### src/rtl/ela_pkg.sv
// shared constants and types for the external bus lane aligner
// Contract
// 32-bit little endian: offset n on lane n
// 16-bit little endian: even low lane, odd lane1
// 16-bit little longword: bits 15-0, then 31-16
// 8-bit big endian: lane0 only, word high first
// 8-bit big longword: four cycles, MSB first
// 8-bit little endian: lane0, LSB byte first
// 16-bit big endian: even lane1, longword high first
// 32-bit big endian: offset 0 on lane 3
// endianness latched from strap at reset
// answer after all cycles, read data assembled
package ela_pkg;

  localparam int          LANES     = 4;
  localparam int          DATA_W    = 32;
  localparam int          ADDR_W    = 32;
  // access size and device width, both as log2 of the byte count
  localparam logic [1:0]  SZ_BYTE   = 2'h0;
  localparam logic [1:0]  SZ_WORD   = 2'h1;
  localparam logic [1:0]  SZ_LONG   = 2'h2;
  localparam logic [1:0]  BW_8      = 2'h0;
  localparam logic [1:0]  BW_16     = 2'h1;
  localparam logic [1:0]  BW_32     = 2'h2;
  localparam logic [1:0]  LANE_MASK_W16 = 2'h1;
  localparam logic [31:0] DATA_RST  = 32'h0000_0000;
  localparam logic [3:0]  LANES_OFF = 4'h0;
  localparam logic [3:0]  MASK_ALL  = 4'hf;

  typedef enum logic [3:0] {
    ST_IDLE  = 4'h1,
    ST_ISSUE = 4'h2,
    ST_WAIT  = 4'h4,
    ST_RESP  = 4'h8
  } ela_state_e;

  typedef struct packed {
    logic              write;
    logic [1:0]        size;
    logic [ADDR_W-1:0] addr;
    logic [DATA_W-1:0] wdata;
  } ela_req_s;

  localparam ela_req_s REQ_RST = '{write: 1'b0, size: 2'h0, addr: 32'h0000_0000,
                                   wdata: 32'h0000_0000};

endpackage

### src/rtl/ela_aligner.sv
// lane aligner top: splits internal accesses into external cycles
`timescale 1ns/1ps
module ela_aligner
  import ela_pkg::*;
(
  input  wire logic        clk,
  input  wire logic        rst_b,
  input  wire logic        endian_strap_pin,
  input  wire logic [1:0]  bus_width,
  input  wire logic        req_valid,
  input  wire ela_req_s    req,
  output logic             req_ready,
  output logic             resp_valid,
  output logic [31:0]      resp_rdata,
  output logic             ext_valid,
  output logic             ext_write,
  output logic [31:0]      ext_addr,
  output logic [31:0]      data_out,
  output logic [3:0]       data_oe,
  input  wire logic [31:0] data_in,
  input  wire logic        ext_ack,
  output logic             write_strobe_lane0,
  output logic             write_strobe_lane1,
  output logic             write_strobe_lane2,
  output logic             write_strobe_lane3,
  output logic             sdram_mask_lane0,
  output logic             sdram_mask_lane1,
  output logic             sdram_mask_lane2,
  output logic             sdram_mask_lane3
);

  ////////////////////////////////////////////////////////////////////////////////
  // strap capture

  logic strap_done_q;
  logic little_q;
  logic strap_done_d;
  logic little_d;

  always_comb begin
    strap_done_d = 1'b1;
    little_d     = strap_done_q ? little_q : endian_strap_pin;
  end

  always_ff @(posedge clk or negedge rst_b) begin
    if (!rst_b) begin
      strap_done_q <= 1'b0;
      little_q     <= 1'b0;
    end else begin
      strap_done_q <= strap_done_d;
      little_q     <= little_d;
    end
  end

  ////////////////////////////////////////////////////////////////////////////////
  // sequencer

  ela_state_e state_q, state_d;
  ela_req_s   req_q, req_d;
  logic [1:0] width_q, width_d;
  logic [1:0] idx_q, idx_d;
  logic [31:0] rdata_q, rdata_d;
  logic        ready_q, ready_d;
  logic        resp_q, resp_d;
  logic        xv_q, xv_d;
  logic [31:0] xaddr_q, xaddr_d;
  logic [31:0] xdata_q, xdata_d;
  logic [3:0]  oe_q, oe_d;
  logic [3:0]  we_q, we_d;
  logic [3:0]  dqm_q, dqm_d;

  logic [3:0] lane_en;
  logic [7:0] lane_idx;
  logic [1:0] cyc_off;
  logic       last;

  ela_lane_map u_map (
    .little   (little_q),
    .width    (width_q),
    .size     (req_q.size),
    .base     (req_q.addr[1:0]),
    .cyc_idx  (idx_q),
    .lane_en  (lane_en),
    .lane_idx (lane_idx),
    .cyc_off  (cyc_off),
    .last     (last)
  );

  always_comb begin
    state_d = state_q;
    req_d   = req_q;
    width_d = width_q;
    idx_d   = idx_q;
    rdata_d = rdata_q;
    ready_d = 1'b0;
    resp_d  = 1'b0;
    xv_d    = xv_q;
    xaddr_d = xaddr_q;
    xdata_d = xdata_q;
    oe_d    = oe_q;
    we_d    = we_q;
    dqm_d   = dqm_q;
    case (state_q)
      ST_IDLE: begin
        ready_d = strap_done_q;
        if (req_valid && ready_q) begin
          req_d   = req;
          width_d = bus_width;
          idx_d   = 2'h0;
          rdata_d = DATA_RST;
          ready_d = 1'b0;
          state_d = ST_ISSUE;
        end
      end
      ST_ISSUE: begin
        // steer the current slice of the value onto its lanes
        xv_d    = 1'b1;
        xaddr_d = {req_q.addr[31:2], cyc_off};
        xdata_d = DATA_RST;
        for (int l = 0; l < LANES; l++) begin
          if (lane_en[l]) begin
            xdata_d[8*l+:8] = req_q.wdata[8*lane_idx[2*l+:2]+:8];
          end
        end
        oe_d    = req_q.write ? lane_en : LANES_OFF;
        we_d    = req_q.write ? lane_en : LANES_OFF;
        dqm_d   = ~lane_en;
        state_d = ST_WAIT;
      end
      ST_WAIT: begin
        if (ext_ack) begin
          for (int l = 0; l < LANES; l++) begin
            if (lane_en[l]) begin
              rdata_d[8*lane_idx[2*l+:2]+:8] = data_in[8*l+:8];
            end
          end
          xv_d  = 1'b0;
          oe_d  = LANES_OFF;
          we_d  = LANES_OFF;
          dqm_d = MASK_ALL;
          if (last) begin
            resp_d  = 1'b1;
            state_d = ST_RESP;
          end else begin
            idx_d   = 2'(idx_q + 2'h1);
            state_d = ST_ISSUE;
          end
        end
      end
      ST_RESP: begin
        ready_d = 1'b1;
        state_d = ST_IDLE;
      end
      default: begin
        state_d = ST_IDLE;
      end
    endcase
  end

  always_ff @(posedge clk or negedge rst_b) begin
    if (!rst_b) begin
      state_q <= ST_IDLE;
      req_q   <= REQ_RST;
      width_q <= BW_32;
      idx_q   <= 2'h0;
      rdata_q <= DATA_RST;
      ready_q <= 1'b0;
      resp_q  <= 1'b0;
      xv_q    <= 1'b0;
      xaddr_q <= DATA_RST;
      xdata_q <= DATA_RST;
      oe_q    <= LANES_OFF;
      we_q    <= LANES_OFF;
      dqm_q   <= MASK_ALL;
    end else begin
      state_q <= state_d;
      req_q   <= req_d;
      width_q <= width_d;
      idx_q   <= idx_d;
      rdata_q <= rdata_d;
      ready_q <= ready_d;
      resp_q  <= resp_d;
      xv_q    <= xv_d;
      xaddr_q <= xaddr_d;
      xdata_q <= xdata_d;
      oe_q    <= oe_d;
      we_q    <= we_d;
      dqm_q   <= dqm_d;
    end
  end

  always_comb begin
    req_ready          = ready_q;
    resp_valid         = resp_q;
    resp_rdata         = rdata_q;
    ext_valid          = xv_q;
    ext_write          = req_q.write;
    ext_addr           = xaddr_q;
    data_out           = xdata_q;
    data_oe            = oe_q;
    write_strobe_lane0 = we_q[0];
    write_strobe_lane1 = we_q[1];
    write_strobe_lane2 = we_q[2];
    write_strobe_lane3 = we_q[3];
    sdram_mask_lane0   = dqm_q[0];
    sdram_mask_lane1   = dqm_q[1];
    sdram_mask_lane2   = dqm_q[2];
    sdram_mask_lane3   = dqm_q[3];
  end

  ////////////////////////////////////////////////////////////////////////////////
  // checks

  logic [2:0] ack_cnt_q;
  always_ff @(posedge clk or negedge rst_b) begin
    if (!rst_b) begin
      ack_cnt_q <= 3'h0;
    end else if (state_q == ST_IDLE) begin
      ack_cnt_q <= 3'h0;
    end else if (state_q == ST_WAIT && ext_ack) begin
      ack_cnt_q <= 3'(ack_cnt_q + 3'h1);
    end
  end

  logic wr_cyc;
  assign wr_cyc = xv_q && req_q.write;
endmodule

### src/rtl/ela_lane_map.sv
// byte lane steering for one external cycle of a possibly split access
`timescale 1ns/1ps
module ela_lane_map
  import ela_pkg::*;
(
  input  wire logic       little,
  input  wire logic [1:0] width,
  input  wire logic [1:0] size,
  input  wire logic [1:0] base,
  input  wire logic [1:0] cyc_idx,
  output logic [3:0]      lane_en,
  output logic [7:0]      lane_idx,
  output logic [1:0]      cyc_off,
  output logic            last
);

  logic [1:0] cw;
  logic [2:0] cyc_bytes;
  logic [2:0] ncyc;
  logic [1:0] top_idx;
  logic [3:0] j_valid;
  logic [7:0] j_lane;
  logic [7:0] j_idx;

  always_comb begin
    cw        = (size < width) ? size : width;
    cyc_bytes = 3'h1 << cw;
    ncyc      = 3'h1 << (size - cw);
    top_idx   = 2'((3'h1 << size) - 3'h1);
    cyc_off   = 2'(base + 2'(cyc_idx << cw));
    last      = (3'(cyc_idx) == 3'(ncyc - 3'h1));
  end

  // one byte of the cycle per slot: its lane on the bus and its byte of the value
  for (genvar j = 0; j < LANES; j++) begin : g_byte
    logic [1:0] a;
    logic [1:0] rel;
    always_comb begin
      a          = 2'(cyc_off + 2'(j));
      rel        = 2'(a - base);
      j_valid[j] = (3'(j) < cyc_bytes);
      j_idx[2*j+:2] = little ? rel : 2'(top_idx - rel);
      case (width)
        BW_32:   j_lane[2*j+:2] = little ? a : ~a;
        BW_16:   j_lane[2*j+:2] = {1'b0, little ? a[0] : ~a[0]};
        default: j_lane[2*j+:2] = 2'h0;
      endcase
    end
  end

  always_comb begin
    lane_en  = LANES_OFF;
    lane_idx = 8'h00;
    for (int j = 0; j < LANES; j++) begin
      if (j_valid[j]) begin
        lane_en[j_lane[2*j+:2]]         = 1'b1;
        lane_idx[2*j_lane[2*j+:2]+:2]   = j_idx[2*j+:2];
      end
    end
  end

endmodule

### config.mk
export PLATFORM = sky130hd
export DESIGN_NAME = ela_aligner
export DESIGN_NICKNAME = d
export VERILOG_FILES = /design/src/rtl/ela_pkg.sv /design/src/rtl/ela_aligner.sv /design/src/rtl/ela_lane_map.sv
export SDC_FILE = /design/constraint.sdc
export NUM_CORES = 1
export LEC_CHECK = 0
export BUFFER_PORTS_ARGS = -buffer_cell sky130_fd_sc_hd__buf_4
export CORE_MARGIN = 2
export CORE_UTILIZATION = 53
export CTS_BUF_LIST = sky130_fd_sc_hd__clkbuf_8
export DETAILED_ROUTE_END_ITERATION = 16
export PLACE_DENSITY_LB_ADDON = 0.05
export REMOVE_ABC_BUFFERS = 1
export SYNTH_ARGS = -nofsm -noshare
export SYNTH_HDL_FRONTEND = slang
export SYNTH_SLANG_ARGS = --single-unit
### constraint.sdc
create_clock -name clk -period 6.2 [get_ports clk]
set_input_delay 0.62 -clock clk [delete_from_list [all_inputs] [get_ports clk]]
set_output_delay 0.62 -clock clk [all_outputs]
set_load 0.1 [all_outputs]
After elaboration in Yosys (flattened, before gate mapping)
Index checks and enable logic that the tools add are counted.
Storage, ports and cells
  bits in registers: 184
  bits of input ports: 106
Cells by class
  bitwise gates (word level): 13
  shift-type cells: 24
  order comparisons: 13
  multiplexer cells: 77
  add/sub/neg operators: 24
  equality and inequality tests: 10
  reduce and logical (&&, ||, !) cells: 12
Operators with widths (number)
  32-bit two-way mux: 12
  3-bit negator with 34-bit output: 4
  5-bit negator with 34-bit output: 4
  2-bit by 34-bit variable shift with 8-bit output, first input constant: 4
  8-bit by 34-bit variable shift with 32-bit output, first input constant: 4
  2-bit by 34-bit variable part select with 8-bit output: 4
  8-bit by 34-bit variable part select with 32-bit output: 4
  32-bit bitwise mux: 4
  32-bit by 6-bit variable part select with 8-bit output: 4
  8-bit two-way mux: 8
  32-bit one-hot mux with 2 select lines: 1
  4-bit two-way mux: 10
  8-bit bitwise mux: 3
  2-bit two-way mux: 12
  2-bit one-hot mux with 2 select lines: 5
  2-bit subtractor: 9
  4-bit one-hot mux with 2 select lines: 2
  1-bit two-way mux: 13
  2-bit by 3-bit < comparator with 1-bit output, second input constant: 4
  4-bit bitwise OR: 3
  4-bit one-hot mux with 3 select lines: 1
  8-bit bitwise AND: 1
  1-bit demux with 2-bit select: 4
  2-bit by 1-bit greater-or-equal comparator with 1-bit output, second input constant: 4
  other kinds (28): 49

Longest topological paths before layout
  depth after elaboration: 35
  mapped depth: 30
  depth with buffers taken out: 27

By module
From an unflattened synthesis, not the netlist that was laid out.
Second synthesis, totals
  cell total of the unflattened synthesis: 1094
  area total of the unflattened synthesis: 11227.0 µm²
Modules (own cells, without submodules)
  ela_aligner: cells each 902, instances 1, area an instance 9770.6 µm²
  ela_lane_map: cells each 192, instances 1, area an instance 1456.4 µm²

Least setup slack after synthesis
No wires, ideal clock.
  kind: register to register
  start point: register width_q[1]
  end point: register rdata_q[16] (netlist: resp_rdata[16])
  arrival: 5.893 ns
  clock period less this slack: 5.988 ns
  setup slack: 0.212 ns
  stages on the path, launching flop included: 30
  cell sequence: dfstp_2 > inv_1 > ha_1 > o21bai_1 > nand2_1 > nand2_1 > inv_1 > ha_1 > a211o_1 > and2_1 > clkbuf_1 > xor2_1 > xnor2_1 > nand2_1 > ha_1 > nor3b_1 > and4_1 > o21a_1 > mux2_4 > buf_6 > clkbuf_1 > a21oi_1 > inv_1 > ha_1 > nand2b_1 > nor4b_2 > a21oi_1 > o21ai_0 > a21oi_1 > o31ai_1
Between the ends
  cells in the longest elaborated chain, start to end: 35
  elaborated cells on any way between the ends: 121
  those cells by class: add/sub (20); order compare (13); eq/ne (2); shift (18); mux (52); bitwise (12); reduce/logical (4)
RTL lines
  from (decl): RTL line ela_aligner.sv:60  | logic [1:0] width_q, width_d;
  from (signal assigned): RTL line ela_aligner.sv:178  | width_q <= width_d;
  branches (longest 32 deep; another with 2-bit < comparator)
  32-bit two-way mux *: RTL line ela_aligner.sv:133  | if (lane_en[l]) begin
  32-bit two-way mux *: RTL line ela_aligner.sv:131  | if (ext_ack) begin
  32-bit one-hot mux with 2 select lines *: RTL line ela_aligner.sv:103  | case (state_q)
  to (signal assigned): RTL line ela_aligner.sv:180  | rdata_q <= rdata_d;
  to (decl): RTL line ela_aligner.sv:62  | logic [31:0] rdata_q, rdata_d;
Mark *: on every way between the ends. The select of a mux whose other input is x is not followed.
A chain may end at the register's enable or synchronous reset.

Final worst setup path
  start point: register width_q[1]
  end point: register rdata_q[17] (netlist: resp_rdata[17])
The elaborated chain is that of the path after synthesis.

==> flow_metrics.tcl <==
set metrics [dict create \
    outcome "complete, no violations" \
    grt_pass1_wl_mm 56.6 \
    yosys.area.top_type "dfrtp_1" \
    via_per_inst 6.06 \
    vias 10591 \
    tightestPinTransition_ns 1.17 \
    cap_violations 0 \
    fin_worst_skew_ns 0.0335 \
    finalSetupTns_ns 0 \
    clk_latency_ns 0.50 \
    hold_path.class "input port to asynchronous set/reset pin" \
    drtPass1Iterations 5 \
    drcViolationCount 0 \
    critPathMaxFanout 25 \
    clockBufferDepth 2 \
    crit_arrival_ns 6.31 \
    synth_edf_count 0 \
    hpwl_mm 24.2 \
    area_growth_pct 21.9 \
    yosysUniqueCellTypes 89 \
    syn_area_sq_um 11700 \
    postLayoutCellArea_sq_um 14300 \
    crit_path_end_kind "flop" \
    clock-sinks 184 \
    min_period_ns 5.92 \
    p_per_area_nw_per_um2 611 \
    max_slew_margin 0.220 \
    whs_ns 0.169 \
    finalHoldViolCount 0 \
    overflow 0 \
    die_area_sq_um 23300 \
    num_rows 54 \
    reg2regPathDepth 28 \
    wire_per_inst_um 20.3 \
    synth_flop_cell "dfrtp_1" \
    leakage_nw 6.88 \
    setup-violations-final 0 \
    synth-async-reset-ratio 1.00 \
    synth_cells 1245 \
    start_kind "flop" \
    regArea_sq_um 4610 \
    final_cell_mix "buf_4, nand2_1, dfrtp_1" \
    die_x_um 153 \
    portBuffers 217 \
    post-synth-top-area-fraction 0.380 \
    busiest_layer "met2" \
    cts.hold.buffers_added 0 \
    rrSetupSlack_ns 0.28 \
    cp.depth 28 \
    yosysSeqAreaShare 0.394 \
    rsz0062_at_grt "true" \
    critical_path.top_delay_family "simple AND/OR/NAND/NOR gates" \
    die_y_um 153 \
    slowest_delay_ns 0.58 \
    yosys-top-cells-area "dfrtp_1, nand2_1, mux2_2" \
    fin_util 0.656 \
    grt_pass1_vias 10241 \
    dpl_cell_area_sq_um 13700 \
    worst_path_max_delay_cell "dfstp_2" \
    dp_slack_ns 0.0815 \
    synth.avg_cell_area_sq_um 9.41 \
    antenna_found_initial 0 \
    antenna_left 0 \
    slew_viol_final 0 \
    initial_utilization 0.538 \
    use_met1 0.418 \
    totalWireLength_mm 35.5 \
    critPathKind "flop to flop" \
    path_buf_inv 5 \
    peakVddDrop_v 0.000403 \
    ctsRootBufferMaster "clkbuf_8" \
    gp_congestion 0.938 \
    max_freq_ghz 0.169 \
    setup_slack_ns 0.276 \
    grt.total_usage 0.301 \
    final_common_cell "buf_4" \
    clk_pin_slew_ns 0.12 \
    ios 218 \
    grtUsageMet2 0.475 \
    ys_ff_latch 184 \
    nets 1622 \
    synth_warnings 0 \
    drtIter0Drc 1134 \
    n_antenna_cell 0 \
    htreeDepth 4 \
    grt_max_degree 89 \
    core_sq_um 21800 \
    period_share 0.955 \
    cts_tree "yes" \
    use_met3 0.0680 \
    layout-drive-gt1-share 0.294 \
    multi_input_area_sq_um 6800 \
    nFillCells 1830 \
    cts_buffers 17 \
    required_ns 6.59 \
]
[state kept, by name, indices dropped and copies added (netlist names), 2 cells and up]
register,flops
width_q,2
req_q,66
ext_addr,32
dqm_q,4
resp_rdata,32
we_q,4
idx_q,2
data_out,32
state_q,4
[through the flow]
step | power [mW] | std cells
3_3_place_gp | 7.60 | 1716
6_report | 8.72 | 1749
2_1_floorplan | 6.07 | 1179
3_5_place_dp | 7.67 | 1716
4_1_cts | 8.57 | 1748
5_1_grt | 9.20 | 1749
[path summary, 6_finish.rpt]
| kind | startpoint | endpoint |
|---|---|---|
| min reg2reg | req_q[48] | ext_addr[16] |
| min in group clk | req[38] | req_q[38] |
| max in group asynchronous | rst_b | ext_addr[17] |
| max | width_q[1] | resp_rdata[17] |
| max reg2reg | width_q[1] | resp_rdata[17] |
| min | rst_b | req_q[39] |
[synthesized netlist by cell type, drive strengths merged (5+ instances only)]
library cell,instances
nand2,257
dfrtp,178
mux2,80
a21oi,72
ha,60
o21ai,52
mux2i,49
nor2,39
clkbuf,37
and2,36
inv,36
buf,29
a22o,25
nand3,24
a211oi,17
a22oi,17
nand4,15
or3,15
a221oi,14
nor4,14
nor3,13
o31ai,11
xnor2,10
nand2b,9
o32a,9
a221o,8
a2bb2oi,8
or4,8
a32o,7
and3,7
nor2b,7
dfstp,6
nor3b,6
o21a,6
a211o,5
a31oi,5
xor2,5
[what timing repair did]
action                     4_1_cts  5_1_grt
setup endpoints to repair        0       32
setup buffers                    0        1
resized for setup                0       28
[logic make-up (layout without fill, tap and decap cells)]
family / Yosys count / count (layout) / synth area share
buffers and inverters: 102 / 326 / 0.0366
and+or+nand+nor: 472 / 472 / 0.199
adders and majority gates: 60 / 60 / 0.0641
xor gates and xnor gates: 15 / 15 / 0.0154
other: 1 / 1 / 0.000320
muxes: 129 / 129 / 0.119
DFF: 184 / 184 / 0.394
AOI/OAI and AO/OA: 282 / 282 / 0.172
[layer usage]
metal / vias up / wire [um]
li1: 4910 / -
met1: 5131 / 15200
met2: 490 / 16700
met3: 60 / 2880
met4: 0 / 702
met5: - / 0
[power by group]
| group | leakage [nW] | total (mW) | internal (mW) | switching (mW) |
|---|---|---|---|---|
| Combinational | 4.31 | 5.87 | 1.99 | 3.88 |
| Sequential | 2.36 | 1.98 | 1.62 | 0.360 |
| Clock | 0.214 | 0.878 | 0.328 | 0.551 |
[final cells by class]
class                      instances  area share
clock buffer                      18      0.0173
timing repair buffer             258       0.136
inverter                          36     0.00981
tap                              280      0.0245
sequential                       184       0.323
multi-input combinational        959       0.476
clock inverter                    14      0.0130
Note: power is estimated with default switching activity, not from simulation.
